## config.mk

```make
export PLATFORM = sky130hd
export DESIGN_NAME = driver_termination_power_config
export DESIGN_NICKNAME = d
export VERILOG_FILES = /design/src/dtpc_pkg.sv /design/src/driver_termination_power_config.sv /design/src/pin_sync.sv /design/src/power_down_ctl.sv
export VERILOG_INCLUDE_DIRS = /design/src
export SDC_FILE = /design/constraint.sdc
export NUM_CORES = 1
export LEC_CHECK = 0
export BUFFER_PORTS_ARGS = -buffer_cell sky130_fd_sc_hd__buf_2
export CORE_AREA = 2 2 59 61
export CTS_BUF_LIST = sky130_fd_sc_hd__clkbuf_4 sky130_fd_sc_hd__clkbuf_8
export DETAILED_ROUTE_END_ITERATION = 10
export DIE_AREA = 0 0 61 63
export GPL_TIMING_DRIVEN = 0
export PLACE_DENSITY = 0.76
export SLEW_MARGIN = 20
export SYNTH_ARGS = -nofsm -noshare
export SYNTH_HDL_FRONTEND = slang
export SYNTH_SLANG_ARGS = --single-unit
```

## constraint.sdc

```tcl
create_clock -name i_clock -period 0.85 [get_ports i_clock]
set_input_delay 0.0425 -clock i_clock [delete_from_list [all_inputs] [get_ports i_clock]]
set_output_delay 0.0425 -clock i_clock [all_outputs]
set_load 0.1 [all_outputs]
```

## src/dtpc_consts.svh

```systemverilog
// constants for the driver, termination and power-saving configuration block
`ifndef DTPC_CONSTS_SVH
`define DTPC_CONSTS_SVH

// configuration word indexes, as carried on the command/address inputs
`define WORD_GLOBAL_FEATURES 4'h0
`define WORD_TIMING 4'h2
`define WORD_ADDR_CMD_DRIVE 4'h3
`define WORD_CONTROL_DRIVE 4'h4
`define WORD_CLOCK_DRIVE 4'h5
`define WORD_EXTRA_TERMINATION 4'h8
`define WORD_POWER_SAVING 4'h9

// global features word fields
`define GLOBAL_FLOAT_BIT 1

// timing word fields
`define TIMING_PRELAUNCH_BIT 0
`define TIMING_THREE_T_BIT 1
`define TIMING_TERM150_BIT 2

// drive words: low pair and high pair
`define DRIVE_LOW_LSB 0
`define DRIVE_HIGH_LSB 2

// extra termination word fields
`define XTERM_MIRROR_ON_BIT 3
`define XTERM_CODE_FOLLOW 3'h0
`define XTERM_CODE_200 3'h2
`define XTERM_CODE_300 3'h4
`define XTERM_CODE_OFF 3'h7

// power saving word fields
`define PWR_WEAK_BIT 0
`define PWR_MODE_BIT 2
`define PWR_ENABLE_BIT 3

// reset values of the stored words
`define RESET_WORD 4'h0

`endif

```

## src/dtpc_pkg.sv

```systemverilog
// types shared by the driver, termination and power-saving configuration block
package dtpc_pkg;

    typedef enum logic [1:0] {
        DRV_LIGHT = 2'h0,
        DRV_MODERATE = 2'h1,
        DRV_STRONG = 2'h2
    } drive_e;

    typedef enum logic [1:0] {
        TERM_100 = 2'h0,
        TERM_150 = 2'h1,
        TERM_200 = 2'h2,
        TERM_300 = 2'h3
    } term_value_e;

    typedef enum logic [1:0] {
        IDLE_DRIVE = 2'h0,
        IDLE_FLOAT = 2'h1,
        IDLE_WEAK = 2'h2
    } idle_mode_e;

    typedef enum logic {
        PD_ACTIVE = 1'b0,
        PD_DOWN = 1'b1
    } pd_state_e;

    typedef struct packed {
        logic [3:0] index;
        logic [3:0] data;
    } word_wr_s;

    typedef struct packed {
        drive_e ca_a;
        drive_e ca_b;
        drive_e ctl_a;
        drive_e ctl_b;
        drive_e clk_odd;
        drive_e clk_even;
    } drive_set_s;

    typedef struct packed {
        logic main_en;
        logic cs_odt_en;
        term_value_e value;
    } term_s;

endpackage : dtpc_pkg

```

## src/driver_termination_power_config.sv

```systemverilog
// driver strength, input termination and power-saving configuration words
`timescale 1ns/1ps
`include "dtpc_consts.svh"
module driver_termination_power_config
    import dtpc_pkg::*;
(
    input wire logic i_clock,
    input wire logic i_rst,
    input wire logic i_word_wr,
    input wire word_wr_s i_word,
    input wire logic i_mirror,
    input wire logic i_clock_enable_in_0,
    input wire logic i_clock_enable_in_1,
    input wire logic [1:0] i_odt_in_pair,
    output drive_set_s o_drive,
    output term_s o_input_termination,
    output logic o_prelaunch_ca,
    output logic o_three_t,
    output idle_mode_e o_ca_idle_mode,
    output logic o_ca_float_en,
    output logic o_power_down_enable,
    output logic o_powered_down,
    output logic [1:0] o_odt_out
);

    // decode one drive pair; reserved codes keep the setting held so far
    // the refusal is per pair, so a word with one reserved pair still
    // updates the other pair and software need not read anything back
    function automatic drive_e decode_drive(
        input logic [1:0] code,
        input logic allow_strong,
        input drive_e held
    );
        drive_e result;
        result = held;
        case (code)
            2'h0: result = DRV_LIGHT;
            2'h1: result = DRV_MODERATE;
            2'h2: result = allow_strong ? DRV_STRONG : held;
            default: result = held;
        endcase
        return result;
    endfunction : decode_drive

    // true when a write strobe targets the given word
    function automatic logic word_hit(
        input logic wr,
        input logic [3:0] index,
        input logic [3:0] want
    );
        return wr && (index == want);
    endfunction : word_hit

    // pins arrive from outside the clock domain
    // the sync flops clear on reset, so the clock enables read low for two
    // cycles afterwards; power-down is disabled by reset, so no false entry
    // follows, and the odt output reads low meanwhile through its cleared sync flops
    logic mirror_s;
    logic [1:0] cke_s;
    logic [1:0] odt_s;

    pin_sync #(
        .WIDTH(5)
    ) u_pin_sync (
        .i_clock(i_clock),
        .i_rst(i_rst),
        .i_async({i_mirror, i_clock_enable_in_1, i_clock_enable_in_0, i_odt_in_pair}),
        .o_sync({mirror_s, cke_s, odt_s})
    );

    // stored words and decoded settings
    // only the float bit of the global word is kept; the rest is not served here
    logic float_en_r;
    logic float_en_nxt;
    logic timing_prelaunch_r;
    logic timing_prelaunch_nxt;
    logic timing_three_t_r;
    logic timing_three_t_nxt;
    logic timing_term150_r;
    logic timing_term150_nxt;
    logic [3:0] extra_term_r;
    logic [3:0] extra_term_nxt;
    logic [3:0] power_saving_r;
    logic [3:0] power_saving_nxt;
    drive_set_s drive_r;
    drive_set_s drive_nxt;

    // one strobe per known word; other indexes are ignored on purpose
    logic wr_global;
    logic wr_timing;
    logic wr_ca;
    logic wr_ctl;
    logic wr_clk;
    logic wr_xterm;
    logic wr_pwr;

    assign wr_global = word_hit(i_word_wr, i_word.index, `WORD_GLOBAL_FEATURES);
    assign wr_timing = word_hit(i_word_wr, i_word.index, `WORD_TIMING);
    assign wr_ca = word_hit(i_word_wr, i_word.index, `WORD_ADDR_CMD_DRIVE);
    assign wr_ctl = word_hit(i_word_wr, i_word.index, `WORD_CONTROL_DRIVE);
    assign wr_clk = word_hit(i_word_wr, i_word.index, `WORD_CLOCK_DRIVE);
    assign wr_xterm = word_hit(i_word_wr, i_word.index, `WORD_EXTRA_TERMINATION);
    assign wr_pwr = word_hit(i_word_wr, i_word.index, `WORD_POWER_SAVING);

    // next values of the configuration state; untouched words hold
    // back-to-back writes to different words are all taken, one per cycle
    always_comb begin
        float_en_nxt = float_en_r;
        timing_prelaunch_nxt = timing_prelaunch_r;
        timing_three_t_nxt = timing_three_t_r;
        timing_term150_nxt = timing_term150_r;
        extra_term_nxt = extra_term_r;
        power_saving_nxt = power_saving_r;
        drive_nxt = drive_r;
        if (wr_global) begin
            float_en_nxt = i_word.data[`GLOBAL_FLOAT_BIT];
        end
        if (wr_timing) begin
            timing_prelaunch_nxt = i_word.data[`TIMING_PRELAUNCH_BIT];
            timing_three_t_nxt = i_word.data[`TIMING_THREE_T_BIT];
            timing_term150_nxt = i_word.data[`TIMING_TERM150_BIT];
        end
        if (wr_ca) begin
            drive_nxt.ca_a = decode_drive(i_word.data[`DRIVE_LOW_LSB +: 2], 1'b1, drive_r.ca_a);
            drive_nxt.ca_b = decode_drive(i_word.data[`DRIVE_HIGH_LSB +: 2], 1'b1, drive_r.ca_b);
        end
        if (wr_ctl) begin
            drive_nxt.ctl_a = decode_drive(i_word.data[`DRIVE_LOW_LSB +: 2], 1'b0, drive_r.ctl_a);
            drive_nxt.ctl_b = decode_drive(i_word.data[`DRIVE_HIGH_LSB +: 2], 1'b0, drive_r.ctl_b);
        end
        if (wr_clk) begin
            drive_nxt.clk_odd = decode_drive(i_word.data[`DRIVE_LOW_LSB +: 2], 1'b1,
                drive_r.clk_odd);
            drive_nxt.clk_even = decode_drive(i_word.data[`DRIVE_HIGH_LSB +: 2], 1'b1,
                drive_r.clk_even);
        end
        if (wr_xterm) begin
            extra_term_nxt = i_word.data;
        end
        if (wr_pwr) begin
            power_saving_nxt = i_word.data;
        end
    end

    always_ff @(posedge i_clock) begin
        if (i_rst) begin
            float_en_r <= 1'b0;
            timing_prelaunch_r <= 1'b0;
            timing_three_t_r <= 1'b0;
            timing_term150_r <= 1'b0;
            extra_term_r <= `RESET_WORD;
            power_saving_r <= `RESET_WORD;
            drive_r <= '{DRV_LIGHT, DRV_LIGHT, DRV_LIGHT, DRV_LIGHT, DRV_LIGHT, DRV_LIGHT};
        end else begin
            float_en_r <= float_en_nxt;
            timing_prelaunch_r <= timing_prelaunch_nxt;
            timing_three_t_r <= timing_three_t_nxt;
            timing_term150_r <= timing_term150_nxt;
            extra_term_r <= extra_term_nxt;
            power_saving_r <= power_saving_nxt;
            drive_r <= drive_nxt;
        end
    end

    // power-down sequencing lives in its own small machine
    // the pins feeding it are already synchronised, so it adds one edge
    logic powered_down;
    logic pd_enable;

    assign pd_enable = power_saving_r[`PWR_ENABLE_BIT];

    power_down_ctl u_power_down_ctl (
        .i_clock(i_clock),
        .i_rst(i_rst),
        .i_enable(pd_enable),
        .i_cke_0(cke_s[0]),
        .i_cke_1(cke_s[1]),
        .o_powered_down(powered_down)
    );

    // the mode bit only matters while powered down
    logic pd_term_off;
    assign pd_term_off = powered_down && power_saving_r[`PWR_MODE_BIT];

    // effective termination, computed from the words and the pins
    // priority, strongest first: power-down mode one, code 111, mirror high
    // with any low code bit set, mirror high with code 000, then plain codes
    term_s term_nxt;
    term_s term_r;
    logic [2:0] xcode;
    assign xcode = extra_term_r[2:0];

    always_comb begin
        term_nxt.main_en = 1'b1;
        term_nxt.cs_odt_en = 1'b1;
        term_nxt.value = timing_term150_r ? TERM_150 : TERM_100;
        // resistance codes; reserved codes fall back to the timing word
        case (xcode)
            `XTERM_CODE_200: term_nxt.value = TERM_200;
            `XTERM_CODE_300: term_nxt.value = TERM_300;
            default: term_nxt.value = timing_term150_r ? TERM_150 : TERM_100;
        endcase
        if (xcode == `XTERM_CODE_OFF) begin
            term_nxt.main_en = 1'b0;
            term_nxt.cs_odt_en = 1'b0;
        end else if (mirror_s && (xcode != `XTERM_CODE_FOLLOW)) begin
            term_nxt.main_en = 1'b0;
            term_nxt.cs_odt_en = 1'b0;
        end else if (mirror_s) begin
            term_nxt.main_en = extra_term_r[`XTERM_MIRROR_ON_BIT];
            term_nxt.cs_odt_en = 1'b1;
        end
        if (pd_term_off) begin
            term_nxt.main_en = 1'b0;
            term_nxt.cs_odt_en = 1'b0;
        end
    end

    // idle behaviour of the address/command outputs
    // floating and weak drive both need the float bit; with it clear the
    // address/command outputs are driven in every cycle
    idle_mode_e idle_nxt;
    idle_mode_e idle_r;
    logic float_nxt;
    logic float_r;

    always_comb begin
        // 3T timing drives every cycle, so there is nothing left to float
        float_nxt = float_en_r && !timing_three_t_r;
        idle_nxt = IDLE_DRIVE;
        if (float_nxt) begin
            idle_nxt = power_saving_r[`PWR_WEAK_BIT] ? IDLE_WEAK : IDLE_FLOAT;
        end
    end

    // odt passthrough, forced low in the termination-off power-down mode
    // odt trails its pin by three edges: two sync flops and the pad register
    logic [1:0] odt_nxt;
    logic [1:0] odt_r;

    always_comb begin
        odt_nxt = pd_term_off ? 2'h0 : odt_s;
    end

    // registered pad codes so the pads never see decode glitches
    // reset codes match power-up: termination on at 100 ohm, bus driven
    always_ff @(posedge i_clock) begin
        if (i_rst) begin
            term_r <= '{1'b1, 1'b1, TERM_100};
            idle_r <= IDLE_DRIVE;
            float_r <= 1'b0;
            odt_r <= 2'h0;
        end else begin
            term_r <= term_nxt;
            idle_r <= idle_nxt;
            float_r <= float_nxt;
            odt_r <= odt_nxt;
        end
    end

    assign o_drive = drive_r;
    assign o_input_termination = term_r;
    assign o_ca_idle_mode = idle_r;
    assign o_ca_float_en = float_r;
    assign o_odt_out = odt_r;
    assign o_prelaunch_ca = timing_prelaunch_r;
    assign o_three_t = timing_three_t_r;
    assign o_power_down_enable = pd_enable;
    assign o_powered_down = powered_down;

endmodule : driver_termination_power_config

```

## src/pin_sync.sv

```systemverilog
// two-flop synchroniser for a group of pin inputs
`timescale 1ns/1ps
module pin_sync #(
    parameter int WIDTH = 1
) (
    input wire logic i_clock,
    input wire logic i_rst,
    input wire logic [WIDTH-1:0] i_async,
    output logic [WIDTH-1:0] o_sync
);
    // a zero-width group has nothing to synchronise; refuse it at elaboration
    if (WIDTH < 1) begin : g_width_check
        $error("pin_sync: WIDTH must be at least 1");
    end

    // one pair of flops per bit; the first flop feeds only the second
    genvar g;
    generate
        for (g = 0; g < WIDTH; g++) begin : g_bit
            logic meta_r;
            logic sync_r;
            always_ff @(posedge i_clock) begin
                if (i_rst) begin
                    meta_r <= 1'b0;
                    sync_r <= 1'b0;
                end else begin
                    meta_r <= i_async[g];
                    sync_r <= meta_r;
                end
            end
            assign o_sync[g] = sync_r;
        end
    endgenerate
endmodule : pin_sync

```

## src/power_down_ctl.sv

```systemverilog
// clock-enable power-down state machine
`timescale 1ns/1ps
module power_down_ctl
    import dtpc_pkg::*;
(
    input wire logic i_clock,
    input wire logic i_rst,
    input wire logic i_enable,
    input wire logic i_cke_0,
    input wire logic i_cke_1,
    output logic o_powered_down
);
    pd_state_e state_r;
    pd_state_e state_nxt;

    // enter when both clock enables are low, leave when either rises
    always_comb begin
        state_nxt = state_r;
        case (state_r)
            PD_ACTIVE: begin
                if (i_enable && !i_cke_0 && !i_cke_1) begin
                    state_nxt = PD_DOWN;
                end
            end
            PD_DOWN: begin
                // disabling the feature also ends power-down at once
                if (!i_enable || i_cke_0 || i_cke_1) begin
                    state_nxt = PD_ACTIVE;
                end
            end
            default: begin
                state_nxt = PD_ACTIVE;
            end
        endcase
    end

    always_ff @(posedge i_clock) begin
        if (i_rst) begin
            state_r <= PD_ACTIVE;
        end else begin
            state_r <= state_nxt;
        end
    end

    assign o_powered_down = (state_r == PD_DOWN);
endmodule : power_down_ctl

```

==> results of run 1 <==
-- cell usage in the layout, fill, tap and decap left out, types with 3 or more instances in the layout --
cell type      netlist  final
buf_12               0     23
and2_1               3      3
mux2i_1             13     13
dfxtp_4              0     15
inv_2                0      3
buf_4                2      9
nor2b_1             11     11
nor3_1               5      5
nand2_1             16     16
nor3b_1              4      4
o221a_2              4      4
dfxtp_2              0     11
buf_2                4     17
dlygate4sd3_1        0      7
clkbuf_4             0      5
dfxtp_1             41     15
-- metrics by stage --
step / util, % / power (W) / area, um2 / setup TNS (ps)
final: 75.1 / 0.00367 / 2430 / -2350
after global routing: 75.1 / 0.00381 / 2430 / -3160
after CTS: 72.9 / 0.00368 / 2360 / -2290
after detailed placement: 56.8 / 0.00234 / 1840 / -4260
after global placement: 56.8 / 0.00234 / 1840 / -3550
after floorplan: - / 0.00225 / 1590 / -51.3
-- cell families (layout without fill, tap and decap cells) --
group,Yosys count,count (layout)
AO/OA/AOI/OAI,17,17
XOR/XNOR,1,1
flip-flops,41,41
AND/OR/NAND/NOR,56,56
multiplexers,13,13
buffers and inverters,14,73
other,1,2
-- registers in the layout, summed over array words and instances, names as in the netlist --
name	count
o_drive	10
u_pin_sync.g_bit.meta_r	5
u_pin_sync.g_bit.sync_r	5
extra_term_r	4
o_input_termination	4
power_saving_r	3
o_ca_idle_mode	2
o_odt_out	2
float_en_r	1
o_ca_float_en	1
o_prelaunch_ca	1
o_three_t	1
timing_term150_r	1
u_power_down_ctl.o_powered_down	1
-- report_power, final --
group          internal (W)  leakage, nW  switching [W]
registers           0.00192        0.349      0.0000245
logic              0.000176        0.618       0.000269
clock network      0.000623       0.0414       0.000660
total               0.00272         1.01       0.000954
-- final timing paths --
kind	endpoint	slack (ps)
worst min-delay path	o_drive[4]$_SDFFE_PP0P_	20
worst min register to register	u_power_down_ctl.o_powered_down$_SDFF_PP0_	380
worst max-delay path	o_powered_down	-110
worst max register to register	o_odt_out[0]$_SDFF_PP0_	-70
-- per-layer routing --
metal / track usage, % / up-vias / wire length, um
li1: - / 608 / -
met1: 24.7 / 585 / 1450
met2: 30.5 / 28 / 1720
met3: 4.35 / 11 / 129
met4: 8.97 / 0 / 101
met5: 0 / - / 0
-- worst reg2reg max path: stages, from the launching register on --
cell	delay (ps)
dfxtp_4	380
buf_4	130
buf_6	120
a21oi_4	130
and2_1	120
-- repair_timing --
action,in CTS,in global routing
endpoints found under the hold margin,9,0
endpoints found under the setup margin,26,28
hold buffers,7,0
pin swaps,0,2
buffers inserted,2,5
gates resized for setup,97,8
-- final cells by class --
type | instances | area share (%)
plain buffers | 9 | 2.37
clock inverters | 3 | 1.91
well taps | 46 | 2.37
repair buffers | 51 | 27.1
inverters | 5 | 0.773
multi-input cells | 89 | 27.3
flip-flops and latches | 41 | 36.7
clock buffers | 5 | 1.55
==> run metrics, run 1 <==
Cell Chain, Critical Path buf_12; post-route ant nets 0; sequential cell area 891 um2; Overflow after GRT 0; CP bufs+invs 1; Worst Min Path Start i_word[3]; Worst Path Required 810 ps; CP max FO 2; Iter 0 DRT Violations 26; syn_area_per_cell 10.5 um2; Min Hold Slack 20.2 ps; simple-gate share of the synthesized area 22.0%; hold crit path type input pin to flip-flop; PortBufs 37; # rows 21; Die Width 61 um; WP depth 1; Clock Skews 12.1 ps; Setup crit end kind output port; die area 0.00384 mm2; Tcrit/Tclk final 113%; max_cap viols 0; clk sinks 41; Diodes inserted 0; failing checks negative setup slack; number of synthesized flops with an enable pin 0; Worst setup SP type flip-flop; slowest CP cell dfxtp_4; Routed Wire Length 3400 um; first-pass GRT wire length 5610 um; total track usage 19.4%; layout cells sized above 1 50.2%; non-filler cells, final 249; Synth Area in Adders 0%; R2R depth 4; Lkg Pwr 1.01 nW; post-route setup slack -111 ps; most frequent cell after synthesis dfxtp_1; Synth Register Bits 41; Slew Limit Fails 0; Most used DFF post-synth dfxtp_1; status complete, but fails checks; FFs w/ async S/R, synth 0%; r2r startpoint u_power_down_ctl.o_powered_down$_SDFF_PP0_; fmax 1.04 GHz; Critical Path Source u_power_down_ctl.o_powered_down$_SDFF_PP0_; largest family of logic cells by synthesized area simple AND/OR/NAND/NOR gates; Post-Synthesis Cells 143; nets@finish 218; clk slew on worst S/H paths 130 ps; Cell Pwr Density 1510 mW/mm2; critical path's top delay family flip-flops; final count of hold timing violations 0; vias post-DR 1232; minimum clock period 961 ps; antenna violations before repair 0; Post-Synthesis Cell Area 0.00150 mm2; multiplexer share of the synthesized area 8.70%; Cells after DPL 227; fillcell total 213; CTS buffer count 5; routability cong. 0.749; largest net degree at the start of global routing 15; DP Wirelength 2190 um; cells taking the most area after synthesis dfxtp_1 (55%), mux2i_1 (8.7%), nor2b_1 (4.6%), nand2_1 (4.0%), o221a_2 (3.0%); hold depth 3; # IOs 41; xor and xnor area share after synthesis 0.586%; CORE AREA 0.00323 mm2; vias in the first global route 1221; worst skew pair latency 360 ps; Yosys cell types 33; area growth from synthesis to layout 62.3%; setup slack at placement -264 ps; compound-cell area share of the yosys netlist 8.70%; H-tree levels 2; DRC 0; Clock Tree Buf Depth 2; area of the multi-input gates 662 um2; dominant cell type by area after synthesis dfxtp_1; Post-synth top cells dfxtp_1 (41), nand2_1 (16), mux2i_1 (13); final setup violation count 27; vias per cell 4.95; die height 63 um; wire per inst 13.7 um; Clock Root Buffer clkbuf_4; WP data arrival 920 ps; worst vdd ir 962 uV; Crit Path Category flip-flop to output port; synth warn 0; share of the synthesized area in the top cell type 54.9%; sequential share of the synthesized area 54.9%; Starting Density 46.3%; RSZ-0062 raised after global routing true; Pre-antenna DRT Iters 4; CTS tree yes; Worst path max stage delay 380 ps
Note: power is estimated with default switching activity, not from simulation.
==> run 2: changes to the inputs <==
--- a/config.mk
+++ b/config.mk
@@ -7,12 +7,12 @@
 export NUM_CORES = 1
 export LEC_CHECK = 0
 export BUFFER_PORTS_ARGS = -buffer_cell sky130_fd_sc_hd__buf_2
-export CORE_AREA = 2 2 59 61
+export CORE_AREA = 2 2 57 59
 export CTS_BUF_LIST = sky130_fd_sc_hd__clkbuf_4 sky130_fd_sc_hd__clkbuf_8
 export DETAILED_ROUTE_END_ITERATION = 10
-export DIE_AREA = 0 0 61 63
+export DIE_AREA = 0 0 59 61
 export GPL_TIMING_DRIVEN = 0
-export PLACE_DENSITY = 0.76
+export PLACE_DENSITY = 0.78
 export SLEW_MARGIN = 20
 export SYNTH_ARGS = -nofsm -noshare
 export SYNTH_HDL_FRONTEND = slang
==> constraint.sdc (replaced) <==
create_clock -name i_clock -period 1.1 [get_ports i_clock]
set_input_delay 0.055 -clock i_clock [delete_from_list [all_inputs] [get_ports i_clock]]
set_output_delay 0.055 -clock i_clock [all_outputs]
set_load 0.1 [all_outputs]
==> run metrics, run 2 (same netlist as run 1, synthesis figures left out) <==
slowest CP cell dfxtp_2; Tcrit/Tclk final 94.1%; DP Wirelength 2240 um; Pint 0.00193 W; vias per cell 5.28; Clock Skews 7.91 ps; worst vdd ir 1070 uV; nets@finish 212; clk sinks 41; final instance area 0.00196 mm2; Largest register FFs 10; vias in the first global route 1169; Cell Chain, Critical Path buf_4; largest net degree at the start of global routing 14; sequential cell area 838 um2; Overflow after GRT 0; CTS tree yes; DRC 0; Setup crit end kind output port; # rows 20; most frequent cells in the layout dfxtp_1 (27), buf_4 (23), buf_2 (18), nand2_1 (16), dfxtp_2 (14); Placed Area 0.00174 mm2; Diodes inserted 0; Slew Limit Fails 0; CP max FO 2; part of the power in registers 58.3%; layout cells sized above 1 37.1%; non-filler cells, final 230; H-tree levels 2; r2r startpoint extra_term_r[1]$_SDFFE_PP0P_; Net Sw Frac 26.4%; hold path endpoint o_drive[8]$_SDFFE_PP0P_; max_cap viols 0; Die Width 59 um; Worst Path Required 1040 ps; Crit Path Category flip-flop to output port; R2R depth 3; critical path's top delay family flip-flops; Logic pwr share 11.6%; WP data arrival 980 ps; Routed Wire Length 3190 um; hold crit path type input pin to flip-flop; Reg2Reg Setup Slack 110 ps; final setup violation count 0; PortBufs 37; Critical R2R Capture o_input_termination[3]$_SDFF_PP1_; total power 0.00262 W; Clock Tree Buf Depth 2; Worst path max stage delay 350 ps; Pre-antenna DRT Iters 4; final count of hold timing violations 0; setup slack at placement -31.4 ps; CORE AREA 0.00295 mm2; Cell Pwr Density 1340 mW/mm2; routability cong. 0.756; Worst Min Path Start i_word[2]; Clock Root Buffer clkbuf_4; # IOs 41; fillcell total 235; most common cell after layout, fill and taps aside dfxtp_1; wire per inst 13.9 um; worst skew pair latency 340 ps; Iter 0 DRT Violations 28; CP bufs+invs 1; CTS buffer count 5; Psw 0.000692 W; status complete, no violations; Worst setup SP type flip-flop; area of the multi-input gates 613 um2; total track usage 19.8%; Starting Density 50.6%; area growth from synthesis to layout 31.1%; utilization after layout 66.4%; fmax 0.966 GHz; post-route setup slack 65.3 ps; first-pass GRT wire length 5220 um; clock network power share 30.1%; Lkg Pwr 0.880 nW; die height 61 um; post-route ant nets 0; Post CTS Setup Buffer Count 0; RSZ-0062 raised after global routing false; hold depth 2; Cells after DPL 214; antenna violations before repair 0; clk slew on worst S/H paths 120 ps; die area 0.00360 mm2; minimum clock period 1030 ps; vias post-DR 1214
[run 2: cell types whose count changed in the layout (fill, tap and decap cells not counted), sizes merged]
cell,before,now
buf,52,45
bufinv,1,0
dlygate4sd3,7,8
clkinvlp,1,0
clkinv,1,2
clkbuf,6,7
[run 2: final cells by class]
class                      instances  share of cell area [%]
multi-input combinational         89                    31.3
buffer                             9                    2.74
clock buffer                       6                    2.62
timing repair buffer              45                    16.8
tap                               33                    2.11
inverter                           5                   0.957
clock inverter                     2                   0.702
sequential                        41                    42.8
[run 2: worst max path at each step]
| stage | from | to | slack, ps | cells past startpoint |
|---|---|---|---|---|
| after floorplan | u_power_down_ctl.o_powered_down$_SDFF_PP0_ | o_odt_out[0]$_SDFF_PP0_ | 30 | 2 |
| after global routing | o_drive[3]$_SDFFE_PP0P_ | o_drive[3] | 30 | 1 |
| final | o_drive[11]$_SDFFE_PP0P_ | o_drive[11] | 70 | 1 |
| after detailed placement | i_rst | extra_term_r[1]$_SDFFE_PP0P_ | -30 | 5 |
| after CTS | u_power_down_ctl.o_powered_down$_SDFF_PP0_ | o_powered_down | 20 | 1 |
| after global placement | i_word[7] | o_prelaunch_ca$_SDFFE_PP0P_ | 2 | 5 |
[run 2: stage by stage]
step	TNS, ps	hold slack (ps)
final	0	29.6
after CTS	0	16.2
after global placement	0	263
after detailed placement	-148	269
after global routing	0	40.1
after floorplan	0	183
[run 2: repair_timing]
| action | 4_1_cts | 5_1_grt |
|---|---|---|
| pin swaps | 0 | 0 |
| hold buffers | 8 | 0 |
| gates resized for setup | 23 | 3 |
| endpoints found under the setup margin | 23 | 4 |
| hold endpoints to repair | 7 | 0 |
[run 2: per-layer routing]
layer | wire length [um] | GRT usage [%]
met1 | 1290 | 22.6
met2 | 1650 | 34.6
met3 | 196 | 6.40
met4 | 41 | 7.79
met5 | 0 | 0
[run 2: power groups by stage]
stage	sequential (W)	clock, W	combinational (W)
global placement	0.00156	0	0.000265
detailed placement	0.00156	0	0.000271
floorplan	0.00164	0	0.000122
CTS	0.00153	0.000809	0.000300
global route	0.00153	0.000865	0.000323
finish	0.00153	0.000788	0.000305
